<file path="src/rtl/crt_cfg.svh">
// register offsets, field positions and reset values for the comparator/timer/reference control block
`ifndef CRT_CFG_SVH
`define CRT_CFG_SVH

// ****************************************
// register map (byte addresses)
// ****************************************
`define CRT_LINK_CTRL_OFS 12'h000
`define CRT_VREF_CTRL_OFS 12'h004

// ****************************************
// field positions
// ****************************************
`define CRT_SYNC_BIT 0
`define CRT_GATE_BIT 1
`define CRT_HYS_BIT 3
`define CRT_ALTCLK_BIT 4
`define CRT_LEVEL_LSB 0
`define CRT_FIXED_BIT 4
`define CRT_RANGE_BIT 5
`define CRT_DIVEN_BIT 7

// ****************************************
// writable masks and reset values
// ****************************************
`define CRT_LINK_MASK 8'h1b
`define CRT_VREF_MASK 8'hbf
`define CRT_LINK_RST 8'h00
`define CRT_VREF_RST 8'h00

// ****************************************
// timing: instruction clock is oscillator divided by four
// ****************************************
`define CRT_INSTR_DIV 2'h3
// instruction-clock count at which its falling edge sits, half a period after the rise
`define CRT_INSTR_HALF 2'h1

`endif

</file>
<file path="src/rtl/crt_pkg.sv">
// types shared by the comparator/timer/reference control block
package crt_pkg;

  typedef struct packed {
    logic alt_clock_sel;
    logic hysteresis_en;
    logic gate_source_sel;
    logic sync_en;
  } crt_link_t;

  typedef struct packed {
    logic ratio_divider_en;
    logic ref_range_sel;
    logic fixed_ref_en;
    logic [3:0] ref_level_code;
  } crt_vref_t;

  // reference mux selection seen by the analog front end
  typedef enum logic [1:0] {
    CRT_REF_GND = 2'b00,
    CRT_REF_FIXED = 2'b01,
    CRT_REF_RATIO = 2'b11
  } crt_ref_sel_t;

  // ahb data phase tracking
  typedef enum logic [1:0] {
    CRT_PH_IDLE = 2'b00,
    CRT_PH_WRITE = 2'b01,
    CRT_PH_READ = 2'b11
  } crt_phase_t;

endpackage

</file>
<file path="src/rtl/crt_ctrl.sv">
// comparator-timer link and voltage reference control registers over ahb-lite
//
// The AHB-Lite register port and the register addresses are this design's own decisions.
`timescale 1ns/1ps
`include "crt_cfg.svh"

// Contract
// - sync bit latches comparator on timer-clock fall
// - latch uses prescaler output when prescaled
// - timer rises, latch falls: no race unless the period is one clk
// - sync clear passes comparator output through
// - alt clock: 1 oscillator, 0 oscillator/4
// - gate source: 1 gate pin, 0 comparator
// - hysteresis bit enables comparator hysteresis
// - link register unused bits read zero
// - divider enable powers divider, selects it
// - range bit 1 low, 0 high range
// - four-bit level code selects divider tap
// - fast oscillator running forces fixed reference
// - both enables low with fast oscillator stopped gives ground reference
module crt_ctrl
  import crt_pkg::*;
#(
  parameter int ADDR_W = 12
) (
  input wire logic clk,
  input wire logic rst,
  input wire logic hsel,
  input wire logic [31:0] haddr,
  input wire logic [1:0] htrans,
  input wire logic hwrite,
  input wire logic [2:0] hsize,
  input wire logic [31:0] hwdata,
  input wire logic hready,
  output logic [31:0] hrdata,
  output logic hreadyout,
  output logic hresp,
  input wire logic cmp_out_raw,
  input wire logic timer_gate_pin,
  input wire logic fast_internal_osc,
  input wire logic prescaler_en,
  input wire logic [1:0] prescale_sel,
  output logic cmp_out_q,
  output logic timer_gate_q,
  output logic timer_tick_q,
  output logic cmp_hysteresis_en,
  output logic ratio_divider_en,
  output logic fixed_ref_on,
  output logic ref_range_sel,
  output logic [3:0] ref_level_code,
  output crt_ref_sel_t ref_sel_q
);

  // ****************************************
  // bus slave
  // ****************************************
  crt_link_t link_q;
  crt_vref_t vref_q;
  crt_phase_t phase_q;
  logic [ADDR_W-1:0] addr_q;
  logic [7:0] wbyte;

  function automatic logic [7:0] link_to_byte(input crt_link_t l);
    logic [7:0] b;
    b = 8'h00;
    b[`CRT_SYNC_BIT] = l.sync_en;
    b[`CRT_GATE_BIT] = l.gate_source_sel;
    b[`CRT_HYS_BIT] = l.hysteresis_en;
    b[`CRT_ALTCLK_BIT] = l.alt_clock_sel;
    return b;
  endfunction

  function automatic logic [7:0] vref_to_byte(input crt_vref_t v);
    logic [7:0] b;
    b = 8'h00;
    b[`CRT_LEVEL_LSB +: 4] = v.ref_level_code;
    b[`CRT_FIXED_BIT] = v.fixed_ref_en;
    b[`CRT_RANGE_BIT] = v.ref_range_sel;
    b[`CRT_DIVEN_BIT] = v.ratio_divider_en;
    return b;
  endfunction

  assign wbyte = hwdata[7:0];

  always_ff @(posedge clk or posedge rst) begin
    if (rst) begin
      phase_q <= CRT_PH_IDLE;
      addr_q <= '0;
    end else if (hready && hsel && htrans[1]) begin
      phase_q <= hwrite ? CRT_PH_WRITE : CRT_PH_READ;
      addr_q <= haddr[ADDR_W-1:0];
    end else if (hready) begin
      phase_q <= CRT_PH_IDLE;
    end
  end

  // writes land in the data phase; the slave never stalls
  always_ff @(posedge clk or posedge rst) begin
    if (rst) begin
      link_q <= '0;
    end else if (phase_q == CRT_PH_WRITE && addr_q == `CRT_LINK_CTRL_OFS) begin
      link_q.sync_en <= wbyte[`CRT_SYNC_BIT];
      link_q.gate_source_sel <= wbyte[`CRT_GATE_BIT];
      link_q.hysteresis_en <= wbyte[`CRT_HYS_BIT];
      link_q.alt_clock_sel <= wbyte[`CRT_ALTCLK_BIT];
    end
  end

  always_ff @(posedge clk or posedge rst) begin
    if (rst) begin
      vref_q <= '0;
    end else if (phase_q == CRT_PH_WRITE && addr_q == `CRT_VREF_CTRL_OFS) begin
      vref_q.ref_level_code <= wbyte[`CRT_LEVEL_LSB +: 4];
      vref_q.fixed_ref_en <= wbyte[`CRT_FIXED_BIT];
      vref_q.ref_range_sel <= wbyte[`CRT_RANGE_BIT];
      vref_q.ratio_divider_en <= wbyte[`CRT_DIVEN_BIT];
    end
  end

  // read data registered at the address phase, so it stands in the data phase
  always_ff @(posedge clk or posedge rst) begin
    if (rst) begin
      hrdata <= 32'h0000_0000;
    end else if (hready && hsel && htrans[1] && !hwrite) begin
      if (haddr[ADDR_W-1:0] == `CRT_LINK_CTRL_OFS) begin
        hrdata <= {24'h00_0000, link_to_byte(link_q)};
      end else if (haddr[ADDR_W-1:0] == `CRT_VREF_CTRL_OFS) begin
        hrdata <= {24'h00_0000, vref_to_byte(vref_q)};
      end else begin
        hrdata <= 32'h0000_0000;
      end
    end
  end

  always_ff @(posedge clk or posedge rst) begin
    if (rst) begin
      hreadyout <= 1'b1;
      hresp <= 1'b0;
    end else begin
      hreadyout <= 1'b1;
      hresp <= 1'b0;
    end
  end

  // ****************************************
  // pin synchronisers
  // ****************************************
  logic [1:0] cmp_s, gate_s, osc_s;

  always_ff @(posedge clk or posedge rst) begin
    if (rst) begin
      cmp_s <= 2'b00;
      gate_s <= 2'b00;
      osc_s <= 2'b00;
    end else begin
      cmp_s <= {cmp_s[0], cmp_out_raw};
      gate_s <= {gate_s[0], timer_gate_pin};
      osc_s <= {osc_s[0], fast_internal_osc};
    end
  end

  // ****************************************
  // timer clock source and prescaler
  // ****************************************
  // the timer clock is modelled as a one-cycle enable pulse in clk; the pulse marks the
  // rising edge, the midpoint of its period stands for the falling edge
  logic [1:0] div4_q;
  logic [2:0] pre_q;
  logic src_tick, pre_tick, fall_tick;
  logic [3:0] pre_lim;

  always_ff @(posedge clk or posedge rst) begin
    if (rst) begin
      div4_q <= 2'h0;
    end else begin
      div4_q <= div4_q + 2'h1;
    end
  end

  always_comb begin
    src_tick = link_q.alt_clock_sel ? 1'b1 : (div4_q == `CRT_INSTR_DIV);
    pre_lim = prescaler_en ? (4'h1 << prescale_sel) : 4'h1;
  end

  always_ff @(posedge clk or posedge rst) begin
    if (rst) begin
      pre_q <= 3'h0;
    end else if (src_tick) begin
      pre_q <= ({1'b0, pre_q} + 4'h1 >= pre_lim) ? 3'h0 : pre_q + 3'h1;
    end
  end

  // rising edge of the post-prescaler clock
  assign pre_tick = src_tick && ({1'b0, pre_q} + 4'h1 >= pre_lim);
  // falling edge sits half a period after the rising one; only a one-cycle period falls
  // between edges and so shares a clk edge with the increment
  always_comb begin
    if (pre_lim == 4'h1) begin
      fall_tick = link_q.alt_clock_sel || (div4_q == `CRT_INSTR_HALF);
    end else begin
      fall_tick = src_tick && ({1'b0, pre_q} + 4'h1 == (pre_lim >> 1));
    end
  end

  always_ff @(posedge clk or posedge rst) begin
    if (rst) begin
      timer_tick_q <= 1'b0;
    end else begin
      timer_tick_q <= pre_tick;
    end
  end

  // ****************************************
  // comparator output latch and gate mux
  // ****************************************
  logic cmp_latch_q, cmp_next;

  always_ff @(posedge clk or posedge rst) begin
    if (rst) begin
      cmp_latch_q <= 1'b0;
    end else if (fall_tick) begin
      cmp_latch_q <= cmp_s[1];
    end
  end

  // limitation: the unsynced path still passes the two-flop pin synchroniser
  assign cmp_next = link_q.sync_en ? cmp_latch_q : cmp_s[1];

  always_ff @(posedge clk or posedge rst) begin
    if (rst) begin
      cmp_out_q <= 1'b0;
      timer_gate_q <= 1'b0;
    end else begin
      cmp_out_q <= cmp_next;
      timer_gate_q <= link_q.gate_source_sel ? gate_s[1] : cmp_next;
    end
  end

  // ****************************************
  // analog control outputs
  // ****************************************
  logic fixed_on;

  assign fixed_on = vref_q.fixed_ref_en || osc_s[1];

  always_ff @(posedge clk or posedge rst) begin
    if (rst) begin
      cmp_hysteresis_en <= 1'b0;
      ratio_divider_en <= 1'b0;
      fixed_ref_on <= 1'b0;
      ref_range_sel <= 1'b0;
      ref_level_code <= 4'h0;
      ref_sel_q <= CRT_REF_GND;
    end else begin
      cmp_hysteresis_en <= link_q.hysteresis_en;
      ratio_divider_en <= vref_q.ratio_divider_en;
      fixed_ref_on <= fixed_on;
      ref_range_sel <= vref_q.ref_range_sel;
      ref_level_code <= vref_q.ref_level_code;
      if (vref_q.ratio_divider_en) begin
        ref_sel_q <= CRT_REF_RATIO;
      end else if (fixed_on) begin
        ref_sel_q <= CRT_REF_FIXED;
      end else begin
        ref_sel_q <= CRT_REF_GND;
      end
    end
  end
endmodule // crt_ctrl

</file>
<file path="config.mk">
export PLATFORM = sky130hd
export DESIGN_NAME = crt_ctrl
export DESIGN_NICKNAME = d
export VERILOG_FILES = /design/src/rtl/crt_pkg.sv /design/src/rtl/crt_ctrl.sv
export VERILOG_INCLUDE_DIRS = /design/src /design/src/rtl
export SDC_FILE = /design/constraint.sdc
export NUM_CORES = 1
export LEC_CHECK = 0
export BUFFER_PORTS_ARGS = -buffer_cell sky130_fd_sc_hd__buf_2
export CAP_MARGIN = 10
export CORE_ASPECT_RATIO = 1.4
export CORE_UTILIZATION = 35
export CTS_CLUSTER_DIAMETER = 150
export DETAILED_ROUTE_END_ITERATION = 7
export PLACE_DENSITY_LB_ADDON = 0.25
export SKIP_CTS_REPAIR_TIMING = 1
export SLEW_MARGIN = 20
export SYNTH_ARGS = -nofsm -noshare
export SYNTH_HDL_FRONTEND = slang
export SYNTH_SLANG_ARGS = --single-unit
</file>
<file path="constraint.sdc">
create_clock -name clk -period 2.7 [get_ports clk]
set_clock_uncertainty 0.2 [all_clocks]
set_input_delay 0 -clock clk [delete_from_list [all_inputs] [get_ports clk]]
set_output_delay 0 -clock clk [all_outputs]
set_load 0.03 [all_outputs]
</file>
==> impl_metrics.toml, run 1 <==
[clocking]
clock_latency_ns = 0.31
cts_root_buf = "clkbuf_8"
clock_sinks = 56
numCtsBuffers = 5
cts_tree = "done"
htreeDepth = 2
clockBufferDepth = 2
clk_pin_slew_ns = 0.10

[floorplanning]
rows = 35
fp.dieH_um = 101
dieArea_mm2 = 0.00741
ios = 127
initial_utilization_pct = 36.9
core_mm2 = 0.00670
die_w_um = 73.0

[route]
final_antenna_net_count = 0
wl_um = 4360
wl_per_cell_um = 11.7
drc_errors = 0
vias = 1620
vias_per_cell = 4.33
drt_first_pass_iters = 2
drt_iter0_drc = 39

[critical_path]
start_kind = "register"
reg2reg_from = "pre_q[0]"
path_max_fanout = 3
crit_type = "register to register"
r2r_cells = 6
reg2reg_slack_ns = 0.43
required_ns = 2.75
crit_path_end_kind = "register"
r2r_end = "pre_q[0]"
critPathArrivalTime_ns = 2.31

[power]
powerDensity_mw_per_mm2 = 635
peakVddDrop_mv = 0.356
p_leak_nw = 1.48
total_power_mw = 1.98

[sta]
post-route-period-util_pct = 84.0
max_slew_margin_pct = 58.4
tightest_slew_ns = 0.621
hold_ws_ns = -0.0124
fin_crit_ns = 2.27
finalHoldViolCount = 2
fin_tns_setup_ns = 0
grt_setup_unrepaired = "no"
fmax_ghz = 0.441
finalSetupViolations = 0
maxSlewViolCount = 0

[placed_design]
place_area_mm2 = 0.00274
dp_hpwl_um = 3190
gp_congestion = 0.722
io_buffers = 50

[cells_and_area]
diodes = 0
synthToLayoutAreaGrowth_pct = 26.0
drive_gt1_share_pct = 35.5
multi_input_area_um2 = 917
nets = 367
regArea_mm2 = 0.00140
fin_area_mm2 = 0.00312
fillCellCount = 631

[synthesis]
ys_seq_elements = 56
ys_warn_count = 0
synth_area_per_cell_um2 = 12.4
async_reset_ff_share_pct = 100
netlist_instances = 200
seq_area_frac_synth_pct = 56.7
synth_edf_count = 0
syn-cell-area_mm2 = 0.00247
ys.flop_type = "dfrtp_1"
synth.distinct_cells = 38

[min_path]
worstHoldStart = "hsel"
hold_path_class = "primary input to register"
whs_endpoint = "addr_q[2]"
whs_path_depth = 4

[global_route]
antenna_found_initial = 0
gr-usage-all-layers_pct = 12.2
grt_pass1_wl_um = 6850
grt-ovfl-total = 0
grt_pass1_vias = 1470
grt_max_degree = 24

[run]
max_cap_violations = 0

[outcome]
violations = "hold timing"
status = "finished, violations left"
==> worst max path at each step <==
stage / startpoint / end / slack [ns] / depth (start not counted)
after floorplan: pre_q[0] / pre_q[0] / 0.46 / 6
after global placement: pre_q[0] / pre_q[0] / 0.42 / 6
after detailed placement: pre_q[0] / pre_q[0] / 0.44 / 6
after CTS: pre_q[0] / pre_q[0] / 0.41 / 6
after global routing: pre_q[0] / pre_q[0] / 0.32 / 6
final: pre_q[0] / pre_q[0] / 0.43 / 6
==> cell usage in the layout, fill, tap and decap left out, types with 4 or more instances in the layout <==
| cell | netlist | layout |
|---|---|---|
| dfrtp_1 | 56 | 56 |
| buf_2 | 0 | 50 |
| conb_1 | 2 | 27 |
| dlygate4sd3_1 | 0 | 26 |
| mux2_2 | 24 | 24 |
| nand2_1 | 14 | 14 |
| o21ai_0 | 11 | 11 |
| nor2_1 | 7 | 7 |
| inv_1 | 7 | 6 |
| ha_1 | 6 | 6 |
| clkbuf_8 | 0 | 5 |
| a22oi_1 | 4 | 4 |
| buf_4 | 28 | 4 |
==> state kept, by name, indices dropped and copies added, names as in the netlist, 2 cells and up <==
signal          flops
vref_q              7
pre_q               3
hrdata              7
div4_q              2
osc_s               2
link_q              4
phase_q             2
ref_level_code      4
cmp_s               2
addr_q             12
gate_s              2
==> area by class of cell <==
cell class | instances | area share, %
inverters | 7 | 0.843
well taps | 92 | 3.69
multi-input cells | 131 | 29.4
repair buffers | 80 | 17.3
clock inverters | 3 | 1.49
flip-flops and latches | 56 | 45.0
clock buffers | 5 | 2.21
==> synth_stat cells (2+ instances only) <==
library cell / number / area [um2]
dfrtp_1: 56 / 1400
nand2_1: 14 / 52.6
mux2_2: 24 / 270
or2_2: 3 / 18.8
conb_1: 2 / 7.51
nand3_1: 3 / 15.0
a22oi_1: 4 / 30.0
a21o_1: 2 / 15.0
buf_4: 28 / 210
o21ai_0: 11 / 55.1
mux2i_1: 3 / 30.0
nor2_1: 7 / 26.3
inv_1: 7 / 26.3
ha_1: 6 / 75.1
nand3b_1: 2 / 15.0
and2_1: 2 / 12.5
nor4_1: 3 / 18.8
clkbuf_1: 3 / 11.3
==> routing by layer <==
layer | share of wire (%) | GRT usage, % | up-vias
li1 | - | - | 791
met1 | 42 | 14.7 | 779
met2 | 52 | 20.6 | 46
met3 | 4.6 | 3.78 | 4
met4 | 0.94 | 3.62 | 0
met5 | 0 | 0 | -
==> worst max-delay path, stage by stage (launching register included) <==
cell and delay, ns:
dfrtp_1 0.39, ha_1 0.35, ha_1 0.31, a21o_1 0.16, maj3_2 0.33, a2111oi_2 0.36
a21o_1 0.12
==> kinds of logic (layout without fill, tap and decap cells) <==
kind of cell,Yosys count,after routing,synth area share (%)
AOI/OAI and AO/OA,24,24,6.78
xor gates and xnor gates,1,1,0.658
adders and majority gates,7,7,3.49
buffers and inverters,38,95,10.0
DFF,56,56,56.7
muxes,28,28,12.6
other,2,27,0.304
and+or+nand+nor,44,44,9.46
==> stage by stage <==
stage                     cells  worst slack, ns  utilization [%]
after floorplan             225            0.460                -
after global placement      340            0.418             40.9
after detailed placement    340            0.442             40.9
after CTS                   348            0.414             42.6
after global routing        374            0.324             46.5
final                       374            0.432             46.5
==> where the power goes <==
| part | internal (mW) | switching, mW |
|---|---|---|
| registers | 0.930 | 0.0506 |
| clock network | 0.280 | 0.274 |
| logic | 0.203 | 0.242 |
No activity file was read; power rests on OpenSTA's default activity.
==> inputs of run 2 (changes only) <==
==> constraint.sdc (replaced) <==
create_clock -name clk -period 2.32 [get_ports clk]
set_clock_uncertainty 0.2 [all_clocks]
set_input_delay 0 -clock clk [delete_from_list [all_inputs] [get_ports clk]]
set_output_delay 0 -clock clk [all_outputs]
set_load 0.03 [all_outputs]
==> run 2 against run 1 <==
  * The flow still finishes with violations (hold timing)
  * Critical path depth up 1
  * Maximum frequency up 3.7%
  * Combinational power up 28%
  * Global-route usage up 0.41 points
  * Worst hold slack worse by 0.030 ns
  * Setup slack worse by 0.30 ns
  * First-iteration DRC count down 23%
  * Critical endpoint is now pre_q[2]
  * Largest power group unchanged
  * Highest routed layer unchanged
==> impl_metrics.toml, run 2 (same netlist as run 1, synthesis figures left out) <==
[outcome]
status = "finished, violations left"
violations = "hold timing"

[global_route]
grt_pass1_wl_um = 6980
antenna_found_initial = 0
grt_pass1_vias = 1468
grt-ovfl-total = 0
gr-usage-all-layers_pct = 12.6
grt_max_degree = 30

[placed_design]
gp_congestion = 0.682
dp_slack_ns = 0.0806
dp_hpwl_um = 3210
io_buffers = 50

[power]
powerDensity_mw_per_mm2 = 715
p_leak_nw = 1.47
pwr-share-clk_pct = 22.5
p_comb_share_pct = 25.6
power_frac_seq_pct = 51.9
intPower_mw = 1.56
peakVddDrop_mv = 0.320
total_power_mw = 2.22
swShare_pct = 29.8
power.net_switching_uw = 660

[route]
vias_per_cell = 4.36
drc_errors = 0
drt_iter0_drc = 30
drt_first_pass_iters = 2
final_antenna_net_count = 0
vias = 1617
wl_um = 4490
wl_per_cell_um = 12.1

[clocking]
htreeDepth = 2
clk_pin_slew_ns = 0.09
clock_latency_ns = 0.30
clock_sinks = 56
cts_root_buf = "clkbuf_8"
numCtsBuffers = 5
clockBufferDepth = 2
cts_tree = "done"

[cells_and_area]
multi_input_area_um2 = 942
regMostFlops = "addr_q"
largest_reg_flops = 12
reg_top3 = "addr_q (12), hrdata (7), vref_q (7)"
synthToLayoutAreaGrowth_pct = 25.5
layout_commonest_cell = "dfrtp_1"
final_core_util_pct = 46.3
nets = 365
final_cell_mix = "dfrtp_1, buf_2, conb_1"
fillCellCount = 621
drive_gt1_share_pct = 35.8
regArea_mm2 = 0.00140
diodes = 0

[floorplanning]
core_mm2 = 0.00670
rows = 35
fp.dieH_um = 101
ios = 127
die_w_um = 73.0
initial_utilization_pct = 36.9
dieArea_mm2 = 0.00741

[critical_path]
crit_path_end_kind = "register"
r2r_cells = 7
crit_type = "register to register"
required_ns = 2.36
path_max_fanout = 5
critPathArrivalTime_ns = 2.23
start_kind = "register"

[sta]
finalHoldViolCount = 10
fin_tns_setup_ns = 0
tightest_slew_ns = 0.636
fin_crit_ns = 2.19
grt_setup_unrepaired = "no"
hold_ws_ns = -0.0424
max_slew_margin_pct = 57.5
post-route-period-util_pct = 94.3
fin_ws_ns = 0.133
fmax_ghz = 0.457
maxSlewViolCount = 0
finalSetupViolations = 0

[min_path]
whs_path_depth = 4
hold_path_class = "primary input to register"

[run]
max_cap_violations = 0
==> run 2: changes by cell type in the layout (fill, tap and decap cells not counted), sizes merged <==
cell | before | now
dlygate4sd3 | 26 | 24
inv | 8 | 7
bufinv | 1 | 0
clkinv | 0 | 1
==> run 2: path summary, 6_finish.rpt <==
check | to | slack, ns | start
min in group asynchronous | addr_q[5] | 0.12 | rst
setup / recovery | pre_q[2] | 0.13 | pre_q[0]
hold / removal | phase_q[0] | -0.04 | hsel
setup reg to reg | pre_q[2] | 0.13 | pre_q[0]
hold reg to reg | osc_s[1] | 0.15 | osc_s[0]
max in group asynchronous | vref_q[4] | 1.23 | rst
==> run 2: per-layer routing <==
| layer | up-vias | part of all wire, % | GRT usage (%) |
|---|---|---|---|
| met5 | - | 0 | 0 |
| met4 | 0 | 1.2 | 4.07 |
| met3 | 5 | 4.7 | 3.78 |
| met2 | 44 | 52 | 20.9 |
| met1 | 784 | 42 | 15.4 |
| li1 | 784 | - | - |
==> run 2: metrics by stage <==
stage               area, um2  cells
finish                   3100    371
global route             3100    371
CTS                      2830    347
detailed placement       2750    340
global placement         2750    340
floorplan                2570    225
==> run 2: cell type report <==
type                            instances  area share (%)
Inverter                                7           0.847
Clock buffer                            5            2.22
Clock inverter                          2           0.403
Multi-Input combinational cell        131            30.4
Timing Repair Buffer                   78            17.3
Sequential cell                        56            45.2
Tap cell                               92            3.71
==> run 2: worst max-delay path, stage by stage (launching register included) <==
cell and delay, ns:
dfrtp_1 0.43, buf_6 0.15, ha_1 0.27, nand2b_1 0.14, a21o_1 0.18, maj3_2 0.35, a221oi_1 0.30, a21o_2 0.12
==> run 2: power groups by stage <==
stage	Sequential (mW)	Combinational (mW)	Clock, mW
after floorplan	1.20	0.356	0
after global placement	1.16	0.508	0
after detailed placement	1.16	0.513	0
after CTS	1.14	0.515	0.533
after global routing	1.16	0.631	0.570
final	1.15	0.568	0.500
